<file path="config.mk">
export PLATFORM = sky130hd
export DESIGN_NAME = dad_top
export DESIGN_NICKNAME = d
export VERILOG_FILES = /design/src/inc/dad_pkg.sv /design/src/logic/dad_top.sv
export SDC_FILE = /design/constraint.sdc
export NUM_CORES = 2
export LEC_CHECK = 0
export BUFFER_PORTS_ARGS = -buffer_cell sky130_fd_sc_hd__buf_4
export CAP_MARGIN = 20
export CORE_MARGIN = 2
export CORE_UTILIZATION = 50
export CTS_CLUSTER_SIZE = 30
export DETAILED_ROUTE_END_ITERATION = 6
export PLACE_DENSITY = 0.79
export RECOVER_POWER = 50
export SYNTH_ARGS = -nofsm -noshare
export SYNTH_HDL_FRONTEND = slang
export SYNTH_SLANG_ARGS = --single-unit
</file>
<file path="constraint.sdc">
create_clock -name hclk -period 205.6 [get_ports hclk]
set_clock_uncertainty 0.1 [all_clocks]
set_input_delay 10.28 -clock hclk [delete_from_list [all_inputs] [get_ports hclk]]
set_output_delay 10.28 -clock hclk [all_outputs]
set_load 0.01 [all_outputs]
</file>
<file path="src/inc/dad_pkg.sv">
// Constants and register map of the drive assist, display and fault log block.
// Notes on behaviour
// - Reverse prevention set ignores reverse run commands.
// - Keypad edits apply on enter, or immediately.
// - Carrier mode picks one of five schemes.
// - Dual random mode drops a third of switchings.
// - Second accel/decel times, chosen by multifunction input.
// - Four S-curve times, 0.0 to 4.0 s.
// - Ramp duration is ramp time plus S-curve time.
// - Zero S-curve time gives a linear ramp.
// - S-curve referenced to motor rated frequency.
// - Output frequency avoids three skip bands.
// - Above 80 C drop carrier 4 kHz; below 70 resume.
// - Five display enable digits, one bit each.
// - Line speed scales with output frequency.
// - Line display mode: frequency or 0..3 decimals.
// - Line speed shown while running and stopped.
// - PID feedback maps linearly between min and max.
// - PID format: integer, one or two decimals.
// - PID unit: none, pressure or flow suffix.
// - New fault shifts history, stored as latest.
// - Viewing starts at latest; up/down step cyclically.
// - Reset while viewing clears all three entries.
package dad_pkg;
    localparam logic [7:0]  ADDR_CTRL       = 8'h00;
    localparam logic [7:0]  ADDR_ACC2       = 8'h04;
    localparam logic [7:0]  ADDR_DEC2       = 8'h08;
    localparam logic [7:0]  ADDR_SCURVE     = 8'h0C;
    localparam logic [7:0]  ADDR_SKIP1      = 8'h10;
    localparam logic [7:0]  ADDR_SKIP2      = 8'h14;
    localparam logic [7:0]  ADDR_SKIP3      = 8'h18;
    localparam logic [7:0]  ADDR_SKIP_RANGE = 8'h1C;
    localparam logic [7:0]  ADDR_LINE_SPEED = 8'h20;
    localparam logic [7:0]  ADDR_RATED_FREQ = 8'h24;
    localparam logic [7:0]  ADDR_PID_SPAN   = 8'h28;
    localparam logic [7:0]  ADDR_STATUS     = 8'h2C;
    localparam logic [7:0]  ADDR_FAULT_LOG  = 8'h30;
    localparam logic [7:0]  ADDR_DISPLAY    = 8'h34;
    // Control register field positions.
    localparam int CTRL_REV_BLOCK  = 0;
    localparam int CTRL_UPDN_DIRECT = 1;
    localparam int CTRL_DERATE_EN  = 2;
    localparam int CTRL_CARRIER_LO = 4;
    localparam int CTRL_MODE_LO    = 8;
    localparam int CTRL_DISP_LO    = 11;
    localparam int CTRL_LINE_LO    = 16;
    localparam int CTRL_PIDFMT_LO  = 19;
    localparam int CTRL_PIDUNIT_LO = 21;
    localparam int PID_MIN_LO      = 16;
    // Reset values.
    localparam logic [31:0] CTRL_RESET       = 32'h0000_0050;
    localparam logic [15:0] ACC2_RESET       = 16'h0064;
    localparam logic [15:0] DEC2_RESET       = 16'h0064;
    localparam logic [15:0] RATED_FREQ_RESET = 16'h1770;
    localparam logic [15:0] LINE_SPEED_RESET = 16'h0708;
    localparam logic [9:0]  PID_MAX_RESET    = 10'h3E7;
    // Limits, in the units of each register.
    localparam logic [15:0] ACC_MIN      = 16'h0001;
    localparam logic [15:0] ACC_MAX      = 16'h8CA0;
    localparam logic [5:0]  SCURVE_MAX   = 6'h28;
    localparam logic [15:0] FREQ_MAX     = 16'h9C40;
    localparam logic [15:0] SKIP_RANGE_MAX = 16'h0BB8;
    localparam logic [9:0]  PID_LIMIT    = 10'h3E7;
    localparam logic [15:0] KEY_STEP     = 16'h000A;
    localparam logic [3:0]  CARRIER_MAX  = 4'hF;
    localparam logic [3:0]  DERATE_KHZ   = 4'h4;
    localparam logic [2:0]  MODE_MAX     = 3'h4;
    localparam logic [2:0]  LINE_MODE_MAX = 3'h4;
    localparam logic [1:0]  PID_CODE_MAX = 2'h2;
    // Heatsink thresholds in degrees Celsius.
    localparam logic [7:0]  TEMP_HOT  = 8'h50;
    localparam logic [7:0]  TEMP_COOL = 8'h46;
    // Clock rate and carrier accumulator step.
    localparam int          CLK_HZ     = 25000000;
    localparam logic [24:0] CLK_HZ_W   = 25'(CLK_HZ);
    localparam logic [9:0]  KHZ_STEP   = 10'h3E8;
    localparam logic [1:0]  DUAL_DROP  = 2'h2;
    typedef enum logic [2:0] {
        DAD_THREE_PHASE = 3'h0,
        DAD_TWO_PHASE   = 3'h1,
        DAD_TWO_RANDOM  = 3'h2,
        DAD_RANDOM      = 3'h3,
        DAD_DUAL_RANDOM = 3'h4
    } dad_mode_e;
endpackage

</file>
<file path="src/logic/dad_top.sv">
// Drive assist logic: keypad entry, carrier control, ramps, skip bands, display and fault log.
//
// Added by the designer: register access over AHB-Lite and the address map.
`timescale 1ns/1ns
module dad_top
    import dad_pkg::*;
(
    // Clock and reset.
    input  wire logic        hclk,
    input  wire logic        hresetn,
    // AHB-Lite slave.
    input  wire logic        hsel,
    input  wire logic [31:0] haddr,
    input  wire logic [1:0]  htrans,
    input  wire logic        hwrite,
    input  wire logic [2:0]  hsize,
    input  wire logic [31:0] hwdata,
    input  wire logic        hready,
    output logic             hreadyout,
    output logic             hresp,
    output logic [31:0]      hrdata,
    // Run commands and multifunction input pins.
    input  wire logic        run_fwd_pin,
    input  wire logic        run_rev_pin,
    input  wire logic        multifunction_input_select,
    // Keypad pins.
    input  wire logic        key_up,
    input  wire logic        key_down,
    input  wire logic        key_enter,
    input  wire logic        key_reset,
    input  wire logic        fault_view,
    // Sensors and fault source.
    input  wire logic [7:0]  heatsink_temp,
    input  wire logic [11:0] pid_feedback,
    input  wire logic        fault_trip,
    input  wire logic [7:0]  fault_code,
    // Run and ramp outputs.
    output logic             run_fwd,
    output logic             run_rev,
    output logic [15:0]      freq_out,
    output logic             accdec2_active,
    output logic [15:0]      ramp_acc_total,
    output logic [15:0]      ramp_dec_total,
    output logic [3:0]       scurve_enable,
    output logic [15:0]      scurve_ref_freq,
    // PWM stage outputs.
    output logic [3:0]       carrier_khz,
    output logic [2:0]       carrier_mode,
    output logic             carrier_tick,
    output logic             carrier_derated,
    // Display outputs.
    output logic [4:0]       disp_items,
    output logic [15:0]      disp_value,
    output logic [1:0]       disp_decimals,
    output logic [9:0]       pid_disp,
    output logic [1:0]       pid_decimals,
    output logic [1:0]       pid_unit,
    output logic [1:0]       fault_view_idx,
    output logic [7:0]       fault_view_code
);
    // Pin synchronisers: eight control pins and the temperature byte.
    logic [15:0] pin_raw;
    logic [15:0] sync1;
    logic [15:0] sync2;
    logic [15:0] sync3;
    assign pin_raw = {heatsink_temp, fault_view, key_reset, key_enter, key_down, key_up,
                      multifunction_input_select, run_rev_pin, run_fwd_pin};
    genvar gi;
    generate
        for (gi = 0; gi < 16; gi++) begin : g_sync
            always_ff @(posedge hclk or negedge hresetn) begin
                if (!hresetn) begin
                    sync1[gi] <= 1'b0;
                    sync2[gi] <= 1'b0;
                    sync3[gi] <= 1'b0;
                end else begin
                    sync1[gi] <= pin_raw[gi];
                    sync2[gi] <= sync1[gi];
                    sync3[gi] <= sync2[gi];
                end
            end
        end
    endgenerate
    logic [7:0] temp_s;
    logic       up_press;
    logic       down_press;
    logic       enter_press;
    logic       reset_press;
    logic       view_s;
    logic       view_enter;
    assign temp_s      = sync2[15:8];
    assign view_s      = sync2[7];
    assign up_press    = sync2[3] & ~sync3[3];
    assign down_press  = sync2[4] & ~sync3[4];
    assign enter_press = sync2[5] & ~sync3[5];
    assign reset_press = sync2[6] & ~sync3[6];
    assign view_enter  = sync2[7] & ~sync3[7];

    // Bus slave: address phase captured, write committed in the data phase.
    logic       dph_valid;
    logic       dph_write;
    logic [7:0] dph_addr;
    logic       next_dph_valid;
    logic       next_dph_write;
    logic [7:0] next_dph_addr;
    always_comb begin
        next_dph_valid = dph_valid;
        next_dph_write = dph_write;
        next_dph_addr  = dph_addr;
        if (hready) begin
            next_dph_valid = hsel & htrans[1];
            next_dph_write = hwrite;
            next_dph_addr  = {haddr[7:2], 2'b00};
        end
    end
    always_ff @(posedge hclk or negedge hresetn) begin
        if (!hresetn) begin
            dph_valid <= 1'b0;
            dph_write <= 1'b0;
            dph_addr  <= 8'h00;
        end else begin
            dph_valid <= next_dph_valid;
            dph_write <= next_dph_write;
            dph_addr  <= next_dph_addr;
        end
    end
    assign hreadyout = 1'b1;
    assign hresp     = 1'b0;
    logic wr;
    assign wr = dph_valid & dph_write;

    // Configuration registers; out-of-range writes are clamped to the legal span.
    logic [31:0] ctrl, next_ctrl;
    logic [15:0] acc2, next_acc2, dec2, next_dec2;
    logic [23:0] scurve, next_scurve;
    logic [15:0] skip [3], next_skip [3];
    logic [15:0] skip_range, next_skip_range;
    logic [15:0] line_speed, next_line_speed;
    logic [15:0] rated_freq, next_rated_freq;
    logic [9:0]  pid_max, next_pid_max, pid_min, next_pid_min;
    function automatic logic [15:0] clamp16(input logic [15:0] v, input logic [15:0] lo, input logic [15:0] hi);
        clamp16 = (v < lo) ? lo : ((v > hi) ? hi : v);
    endfunction
    always_comb begin
        next_ctrl = ctrl;
        next_acc2 = acc2;
        next_dec2 = dec2;
        next_scurve = scurve;
        next_skip = skip;
        next_skip_range = skip_range;
        next_line_speed = line_speed;
        next_rated_freq = rated_freq;
        next_pid_max = pid_max;
        next_pid_min = pid_min;
        if (wr) begin
            case (dph_addr)
                ADDR_CTRL: begin
                    next_ctrl = {9'h000, hwdata[22:0]};
                    if (hwdata[CTRL_CARRIER_LO +: 4] == 4'h0)
                        next_ctrl[CTRL_CARRIER_LO +: 4] = 4'h1;
                    if (hwdata[CTRL_MODE_LO +: 3] > MODE_MAX)
                        next_ctrl[CTRL_MODE_LO +: 3] = MODE_MAX;
                    if (hwdata[CTRL_LINE_LO +: 3] > LINE_MODE_MAX)
                        next_ctrl[CTRL_LINE_LO +: 3] = LINE_MODE_MAX;
                    if (hwdata[CTRL_PIDFMT_LO +: 2] > PID_CODE_MAX)
                        next_ctrl[CTRL_PIDFMT_LO +: 2] = PID_CODE_MAX;
                    if (hwdata[CTRL_PIDUNIT_LO +: 2] > PID_CODE_MAX)
                        next_ctrl[CTRL_PIDUNIT_LO +: 2] = PID_CODE_MAX;
                    next_ctrl[3] = 1'b0;
                end
                ADDR_ACC2:       next_acc2 = clamp16(hwdata[15:0], ACC_MIN, ACC_MAX);
                ADDR_DEC2:       next_dec2 = clamp16(hwdata[15:0], ACC_MIN, ACC_MAX);
                ADDR_SCURVE: begin
                    for (int i = 0; i < 4; i++)
                        next_scurve[i*6 +: 6] = (hwdata[i*8 +: 6] > SCURVE_MAX) ? SCURVE_MAX : hwdata[i*8 +: 6];
                end
                ADDR_SKIP1:      next_skip[0] = clamp16(hwdata[15:0], 16'h0000, FREQ_MAX);
                ADDR_SKIP2:      next_skip[1] = clamp16(hwdata[15:0], 16'h0000, FREQ_MAX);
                ADDR_SKIP3:      next_skip[2] = clamp16(hwdata[15:0], 16'h0000, FREQ_MAX);
                ADDR_SKIP_RANGE: next_skip_range = clamp16(hwdata[15:0], 16'h0000, SKIP_RANGE_MAX);
                ADDR_LINE_SPEED: next_line_speed = hwdata[15:0];
                ADDR_RATED_FREQ: next_rated_freq = clamp16(hwdata[15:0], 16'h0001, FREQ_MAX);
                ADDR_PID_SPAN: begin
                    next_pid_max = (hwdata[9:0] > PID_LIMIT) ? PID_LIMIT : hwdata[9:0];
                    next_pid_min = (hwdata[PID_MIN_LO +: 10] > PID_LIMIT) ? PID_LIMIT : hwdata[PID_MIN_LO +: 10];
                end
                default: ;
            endcase
        end
    end
    always_ff @(posedge hclk or negedge hresetn) begin
        if (!hresetn) begin
            ctrl <= CTRL_RESET;
            acc2 <= ACC2_RESET;
            dec2 <= DEC2_RESET;
            scurve <= 24'h000000;
            skip <= '{default: 16'h0000};
            skip_range <= 16'h0000;
            line_speed <= LINE_SPEED_RESET;
            rated_freq <= RATED_FREQ_RESET;
            pid_max <= PID_MAX_RESET;
            pid_min <= 10'h000;
        end else begin
            ctrl <= next_ctrl;
            acc2 <= next_acc2;
            dec2 <= next_dec2;
            scurve <= next_scurve;
            skip <= next_skip;
            skip_range <= next_skip_range;
            line_speed <= next_line_speed;
            rated_freq <= next_rated_freq;
            pid_max <= next_pid_max;
            pid_min <= next_pid_min;
        end
    end

    // Run commands and ramp settings.
    assign run_fwd = sync2[0];
    assign run_rev = sync2[1] & ~ctrl[CTRL_REV_BLOCK];
    assign accdec2_active = sync2[2];
    assign ramp_acc_total = acc2 + 16'(scurve[5:0]) + 16'(scurve[11:6]);
    assign ramp_dec_total = dec2 + 16'(scurve[17:12]) + 16'(scurve[23:18]);
    always_comb begin
        for (int i = 0; i < 4; i++)
            scurve_enable[i] = (scurve[i*6 +: 6] != 6'h00);
    end
    assign scurve_ref_freq = rated_freq;

    // Keypad frequency entry and skip bands.
    logic [15:0] edit_freq, next_edit_freq, set_freq, next_set_freq;
    logic [15:0] band_freq;
    always_comb begin
        next_edit_freq = edit_freq;
        next_set_freq  = set_freq;
        if (!view_s && up_press)
            next_edit_freq = (edit_freq > FREQ_MAX - KEY_STEP) ? FREQ_MAX : edit_freq + KEY_STEP;
        else if (!view_s && down_press)
            next_edit_freq = (edit_freq < KEY_STEP) ? 16'h0000 : edit_freq - KEY_STEP;
        if (ctrl[CTRL_UPDN_DIRECT])
            next_set_freq = next_edit_freq;
        else if (enter_press && !view_s)
            next_set_freq = edit_freq;
    end
    always_comb begin
        band_freq = set_freq;
        for (int i = 0; i < 3; i++) begin
            if (skip_range != 16'h0000 && band_freq + skip_range > skip[i] && band_freq < skip[i] + skip_range)
                band_freq = (skip[i] > skip_range) ? skip[i] - skip_range : 16'h0000;
        end
    end
    always_ff @(posedge hclk or negedge hresetn) begin
        if (!hresetn) begin
            edit_freq <= 16'h0000;
            set_freq  <= 16'h0000;
            freq_out  <= 16'h0000;
        end else begin
            edit_freq <= next_edit_freq;
            set_freq  <= next_set_freq;
            freq_out  <= band_freq;
        end
    end

    // Carrier generation with thermal derating.
    logic        next_derated;
    logic [3:0]  next_khz;
    logic [24:0] acc, next_acc;
    logic [1:0]  third, next_third;
    logic        next_tick;
    always_comb begin
        next_derated = carrier_derated;
        if (!ctrl[CTRL_DERATE_EN])
            next_derated = 1'b0;
        else if (temp_s > TEMP_HOT)
            next_derated = 1'b1;
        else if (temp_s < TEMP_COOL)
            next_derated = 1'b0;
        next_khz = ctrl[CTRL_CARRIER_LO +: 4];
        if (carrier_derated)
            next_khz = (next_khz > DERATE_KHZ) ? next_khz - DERATE_KHZ : 4'h1;
        next_acc   = acc + 25'(carrier_khz) * 25'(KHZ_STEP);
        next_tick  = 1'b0;
        next_third = third;
        if (next_acc >= CLK_HZ_W) begin
            next_acc   = next_acc - CLK_HZ_W;
            next_third = (third == DUAL_DROP) ? 2'h0 : third + 2'h1;
            next_tick  = !(carrier_mode == DAD_DUAL_RANDOM && third == DUAL_DROP);
        end
    end
    always_ff @(posedge hclk or negedge hresetn) begin
        if (!hresetn) begin
            carrier_derated <= 1'b0;
            carrier_khz     <= 4'h1;
            carrier_mode    <= 3'h0;
            acc             <= 25'h0000000;
            third           <= 2'h0;
            carrier_tick    <= 1'b0;
        end else begin
            carrier_derated <= next_derated;
            carrier_khz     <= next_khz;
            carrier_mode    <= ctrl[CTRL_MODE_LO +: 3];
            acc             <= next_acc;
            third           <= next_third;
            carrier_tick    <= next_tick;
        end
    end

    // Display scaling.
    logic [31:0] line_prod;
    logic [15:0] line_val;
    logic [21:0] pid_prod;
    assign line_prod = 32'(freq_out) * 32'(line_speed);
    assign line_val  = 16'(line_prod / 32'(rated_freq));
    assign pid_prod  = (pid_max > pid_min) ? 22'(pid_feedback) * 22'(pid_max - pid_min) : 22'h000000;
    always_ff @(posedge hclk or negedge hresetn) begin
        if (!hresetn) begin
            disp_items    <= 5'h00;
            disp_value    <= 16'h0000;
            disp_decimals <= 2'h0;
            pid_disp      <= 10'h000;
            pid_decimals  <= 2'h0;
            pid_unit      <= 2'h0;
        end else begin
            disp_items    <= ctrl[CTRL_DISP_LO +: 5];
            disp_value    <= (ctrl[CTRL_LINE_LO +: 3] == 3'h0) ? freq_out : line_val;
            disp_decimals <= (ctrl[CTRL_LINE_LO +: 3] == 3'h0) ? 2'h2 : 2'(ctrl[CTRL_LINE_LO +: 3] - 3'h1);
            pid_disp      <= pid_min + pid_prod[21:12];
            pid_decimals  <= ctrl[CTRL_PIDFMT_LO +: 2];
            pid_unit      <= ctrl[CTRL_PIDUNIT_LO +: 2];
        end
    end

    // Fault history; a trip in the clearing cycle is kept as the latest entry.
    logic [7:0] flog [3], next_flog [3];
    logic [1:0] next_idx;
    always_comb begin
        next_flog = flog;
        next_idx  = fault_view_idx;
        if (view_s && reset_press)
            next_flog = '{default: 8'h00};
        if (fault_trip) begin
            next_flog[2] = next_flog[1];
            next_flog[1] = next_flog[0];
            next_flog[0] = fault_code;
        end
        if (view_enter)
            next_idx = 2'h0;
        else if (view_s && up_press)
            next_idx = (fault_view_idx == 2'h2) ? 2'h0 : fault_view_idx + 2'h1;
        else if (view_s && down_press)
            next_idx = (fault_view_idx == 2'h0) ? 2'h2 : fault_view_idx - 2'h1;
    end
    always_ff @(posedge hclk or negedge hresetn) begin
        if (!hresetn) begin
            flog <= '{default: 8'h00};
            fault_view_idx <= 2'h0;
        end else begin
            flog <= next_flog;
            fault_view_idx <= next_idx;
        end
    end
    assign fault_view_code = flog[fault_view_idx];

    // Read mux in the data phase.
    always_comb begin
        hrdata = 32'h00000000;
        if (dph_valid && !dph_write) begin
            case (dph_addr)
                ADDR_CTRL:       hrdata = ctrl;
                ADDR_ACC2:       hrdata = {16'h0000, acc2};
                ADDR_DEC2:       hrdata = {16'h0000, dec2};
                ADDR_SCURVE:     hrdata = {2'b00, scurve[23:18], 2'b00, scurve[17:12],
                                           2'b00, scurve[11:6], 2'b00, scurve[5:0]};
                ADDR_SKIP1:      hrdata = {16'h0000, skip[0]};
                ADDR_SKIP2:      hrdata = {16'h0000, skip[1]};
                ADDR_SKIP3:      hrdata = {16'h0000, skip[2]};
                ADDR_SKIP_RANGE: hrdata = {16'h0000, skip_range};
                ADDR_LINE_SPEED: hrdata = {16'h0000, line_speed};
                ADDR_RATED_FREQ: hrdata = {16'h0000, rated_freq};
                ADDR_PID_SPAN:   hrdata = {6'h00, pid_min, 6'h00, pid_max};
                ADDR_STATUS:     hrdata = {8'h00, temp_s, 3'h0, carrier_derated, carrier_khz, freq_out[7:0]};
                ADDR_FAULT_LOG:  hrdata = {8'h00, flog[2], flog[1], flog[0]};
                ADDR_DISPLAY:    hrdata = {freq_out, disp_value};
                default:         hrdata = 32'h00000000;
            endcase
        end
    end
endmodule

</file>
# Word-level counts from Yosys, hierarchy flattened
# Index checks and enable logic that the tools add are counted.
[totals]
out_inout_bits = 161
regBits = 386
wordCells = 256
[op_classes]
eq_ne = 17
multipliers = 3
n_addsub = 24
n_reduce_logical = 40
muxes = 53
n_div = 1
n_bitwise = 15
n_lt_le_gt_ge = 32
[op_table]
columns = ["op", "n"]
rows = [
  ["32-bit one-hot mux with 14 select lines", 1],
  ["16-bit 2-to-1 mux", 20],
  ["16-bit adder", 6],
  ["16-bit > comparator", 6],
  ["16-bit by 6-bit adder with 16-bit output", 4],
  ["16-bit > comparator (second input constant)", 3],
  ["16-bit < comparator", 3],
  ["24-bit 2-to-1 mux", 2],
  ["16-bit subtractor", 3],
  ["6-bit by 4-bit == test with 1-bit output (second input constant)", 6],
  ["32-bit by 16-bit divider with 32-bit output", 1],
  ["16-bit by 1-bit < comparator with 1-bit output (second input constant)", 2],
  ["16-bit by 16-bit multiplier with 32-bit output", 1],
  ["32-bit 2-to-1 mux", 1],
  ["25-bit by 14-bit adder with 25-bit output", 1],
  ["25-bit greater-or-equal comparator (second input constant)", 1],
  ["25-bit 2-to-1 mux", 1],
  ["25-bit subtractor (second input constant)", 1],
  ["6-bit by 3-bit == test with 1-bit output (second input constant)", 4],
  ["6-bit > comparator (second input constant)", 4],
  ["6-bit 2-to-1 mux", 4],
  ["6-bit nonzero test", 4],
  ["13-bit by 11-bit multiplier with 22-bit output", 1],
  ["22-bit 2-to-1 mux", 1],
  ["43 further kinds", 104],
]

# Longest topological paths before layout
[depth]
ltp_word = 15
ltp_mapped = 512
depth_no_buf = 472

# Least setup slack after synthesis
# No wires, ideal clock.
[synth_path]
path_kind = "flip-flop to flip-flop"
startpoint = "register line_speed[3]"
endpoint = "register disp_value[0]"
slack_ps = 108532
stages_incl_launch_ff = 487
required_ps = 205374
t_arrival_ps = 96842
path_buffers = 47
cell_sequence = "dfstp_2 -> clkbuf_1 -> clkbuf_1 -> nand2_1 -> fa_1 -> inv_1 -> fa_1 -> inv_1 -> fa_1 -> inv_1 -> fa_1 -> fa_1 -> inv_1 -> fa_1 -> inv_1 -> ha_1 -> a21o_1 -> o2bb2ai_1 -> (+451 left out) -> nand2b_1 -> a21oi_1 -> nor2b_1 -> o21ai_0 -> nand2b_1 -> a21oi_1 -> nor2b_1 -> o21ai_0 -> nand2b_1 -> a21oi_1 -> nor2b_1 -> o21ai_0 -> nand2b_1 -> a2111oi_0 -> o21a_1 -> o221a_2 -> o311ai_1 -> o32a_1"
[synth_via]
elab_chain_cells = 3
[synth_rtl]
columns = ["element", "line", "rtl"]
rows = [
  ["start, declared", "dad_top.sv:138", "logic [15:0] line_speed, next_line_speed;"],
  ["start signal, assigned", "dad_top.sv:210", "line_speed <= next_line_speed;"],
  ["16-bit by 16-bit multiplier with 32-bit output", "dad_top.sv:311", "assign line_prod = 32'(freq_out) * 32'(line_speed);"],
  ["32-bit by 16-bit divider with 32-bit output", "dad_top.sv:312", "assign line_val = 16'(line_prod / 32'(rated_freq));"],
  ["16-bit 2-to-1 mux", "dad_top.sv:324", "disp_value <= (ctrl[CTRL_LINE_LO +: 3] == 3'h0) ? freq_out : line_val;"],
  ["end signal, assigned", "dad_top.sv:324", ""],
  ["end, declared", "dad_top.sv:53", "output logic [15:0] disp_value,"],
]
# No other way between the ends.
# A chain may end at the register's enable or synchronous reset.

# Final worst setup path
[layout_path]
startpoint = "register line_speed[2]"
endpoint = "register disp_value[0]"
# The elaborated chain is that of the path after synthesis.

==> flow_summary.yaml <==
run_status:
  outcome: "finished, violations left"
  violations: "design-rule violations, max-capacitance violations, max-slew violations"
yosys:
  synth_flop_cell: "dfrtp_1"
  synth_cell_types: 130
  synthArstFlopShare_pct: 100
  synth_seq_cells: 383
  yosys.area.top_type: "ha_1"
  ys_top_cells_by_count: "853 x ha_1, 826 x nand2_1, 620 x inv_1, 561 x nor2_1, 463 x a21oi_1"
  ys_top_cells_by_area: "ha_1 17%, dfrtp_1 14%, fa_1 10%"
  synth_warnings: 0
  synth.net_count: 9014
  synth_top_area_share_pct: 17.0
  ys_seq_area_share_pct: 15.3
  post-synth-top-count-cell: "ha_1"
  netlist_area_um2: 62800
  synth_cells: 7735
  synth-edff-count: 0
  avgSynthCellArea_um2: 8.11
clock_tree:
  hold_buffers: 0
  clock-sinks: 383
  cts_made_buffers: 46
  cts_max_level: 2
  cts_buffer_depth: 3
  cts_resized: 0
  root_buffer: "clkbuf_16"
  cts_tree: "yes"
  post-cts-setup-buffer-count: 0
  clk_latency_ps: 620
  path_clk_slew_ps: 60
routing:
  drt-total-wl_mm: 211
  dr.pass1.iters: 7
  wl_per_cell_um: 22.2
  num_vias: 59900
  viasPerCell: 6.31
  dr.first_iter.drc_count: 6487
  drc: 11
  ant_nets: 0
finish:
  syn2layout_area_growth_pct: 7.98
  regArea_um2: 9620
  drive_gt1_share_pct: 9.29
  nets: 9091
  multi_input_area_um2: 49600
  fillerInstances: 11300
  final_cell_area_um2: 67800
setup_path:
  cpMostUsedCell: "o21a_1"
  cp-end-kind: "flip-flop"
  worstPathArrival_ps: 108720
  path_max_fanout: 40
  reg2reg_slack_ps: 97240
  slowest_delay_ps: 1060
  startpoint_type: "flip-flop"
  cp.required_ps: 205960
  critPathSlowestCell: "dfrtp_1"
  setup.worst_path.class: "reg -> reg"
timing:
  fmax_mhz: 9.23
  finalSetupViolCount: 0
  worst_slack_ps: 97240
  rsz0062_at_grt: "no"
  finalHoldViolCount: 0
  worst_pin_slew_ps: 5120
  tns_ps: 0
  fin_crit_sh_pct: 52.7
  slew_headroom_pct: -241
  slew_viol_final: 217
  period_minus_slack_ps: 108360
floorplanning:
  die-area_um2: 128000
  chipWidth_um: 358
  core_um2: 124000
  rows: 129
  start_util_pct: 50.6
  io_pins: 272
  die_h_um: 358
placement:
  gp_congestion: 1.04
  dp_hpwl_mm: 166
  place_area_um2: 66200
  pre_cts_slack_ps: 99310
  port_buffers: 237
global_route:
  overflow: 0
  grt_antenna_before_repair: 18
  grt_max_degree: 94
  grt_usage_pct: 32.2
  grt_pass1_wl_mm: 327
  grt_pass1_vias: 58400
job:
  drv_cap: 4
worst_hold_path:
  hold_class: "reg -> reg"
-- worst max-delay path: cells and delay by family (launching register included) --
| kind | cells | cell delay, ps |
|---|---|---|
| AO/OA/AOI/OAI | 279 | 64270 |
| XOR/XNOR | 1 | 160 |
| adder cells (fa/ha/maj) | 39 | 13560 |
| buffers and inverters | 22 | 3600 |
| flip-flops | 1 | 1060 |
| multiplexers | 7 | 2190 |
| AND/OR/NAND/NOR | 110 | 22990 |
-- flip-flops by register name, summed over array words and instances (netlist names), 22 cells and up --
name and count:
scurve 24, flog 24, acc 22, ctrl 22, skip 48
-- area by class of cell --
| cell class | count | area share (%) |
|---|---|---|
| clock inverter | 23 | 0.447 |
| multi-input combinational | 6408 | 73.2 |
| antenna | 6 | 0.0222 |
| tap | 1637 | 3.02 |
| clock buffer | 60 | 1.88 |
| timing repair buffer | 350 | 3.82 |
| inverter | 623 | 3.45 |
| sequential | 383 | 14.2 |
-- through the flow --
step                util, %  std cells  hold WS [ps]
global placement       53.3       9391           235
global route           54.6       9489           238
CTS                    54.6       9475           230
floorplan                 -       7735           231
finish                 54.6       9490           237
detailed placement     53.3       9392           236
-- cell usage in the layout (no fill, tap or decap), types with 96 or more instances in the layout --
master	n
o31ai_1	148
nor2_1	554
ha_1	853
xnor2_1	289
xor2_1	140
fa_1	315
inv_1	620
mux2_2	157
nand3_1	96
o21a_1	247
a21o_1	150
nand2_1	826
o21ai_0	382
and2_1	229
a21oi_1	463
buf_4	265
nor3_1	257
dfrtp_1	355
-- logic make-up after synthesis --
family / after synthesis / synth area share (%)
multiplexers: 237 / 4.17
XOR/XNOR: 430 / 6.01
AO/OA/AOI/OAI: 2051 / 22.2
buffers and inverters: 944 / 5.79
adder cells (fa/ha/maj): 1168 / 27.1
flip-flops: 383 / 15.3
AND/OR/NAND/NOR: 2520 / 19.5
other: 2 / 0.0120
-- worst paths after layout --
check	start	to	depth (start not counted)
max in group asynchronous	hresetn	pid_max[6]	5
setup reg to reg	line_speed[2]	disp_value[0]	458
hold / removal	sync1[1]	sync2[1]	0
min in group asynchronous	hresetn	sync3[3]	1
hold reg to reg	sync1[1]	sync2[1]	0
setup / recovery	line_speed[2]	disp_value[0]	458
-- metal layers --
layer,vias to the layer above,part of all wire [%],GRT usage (%)
met4,16,5.7,15.9
met3,668,11,8.64
met1,28600,40,41.0
li1,27600,-,-
met2,2945,44,50.4
met5,-,0.055,0
Power is left out: the tool's default activity adds up to more than one toggle a clock period on the data nets, which glitch-free logic cannot reach.
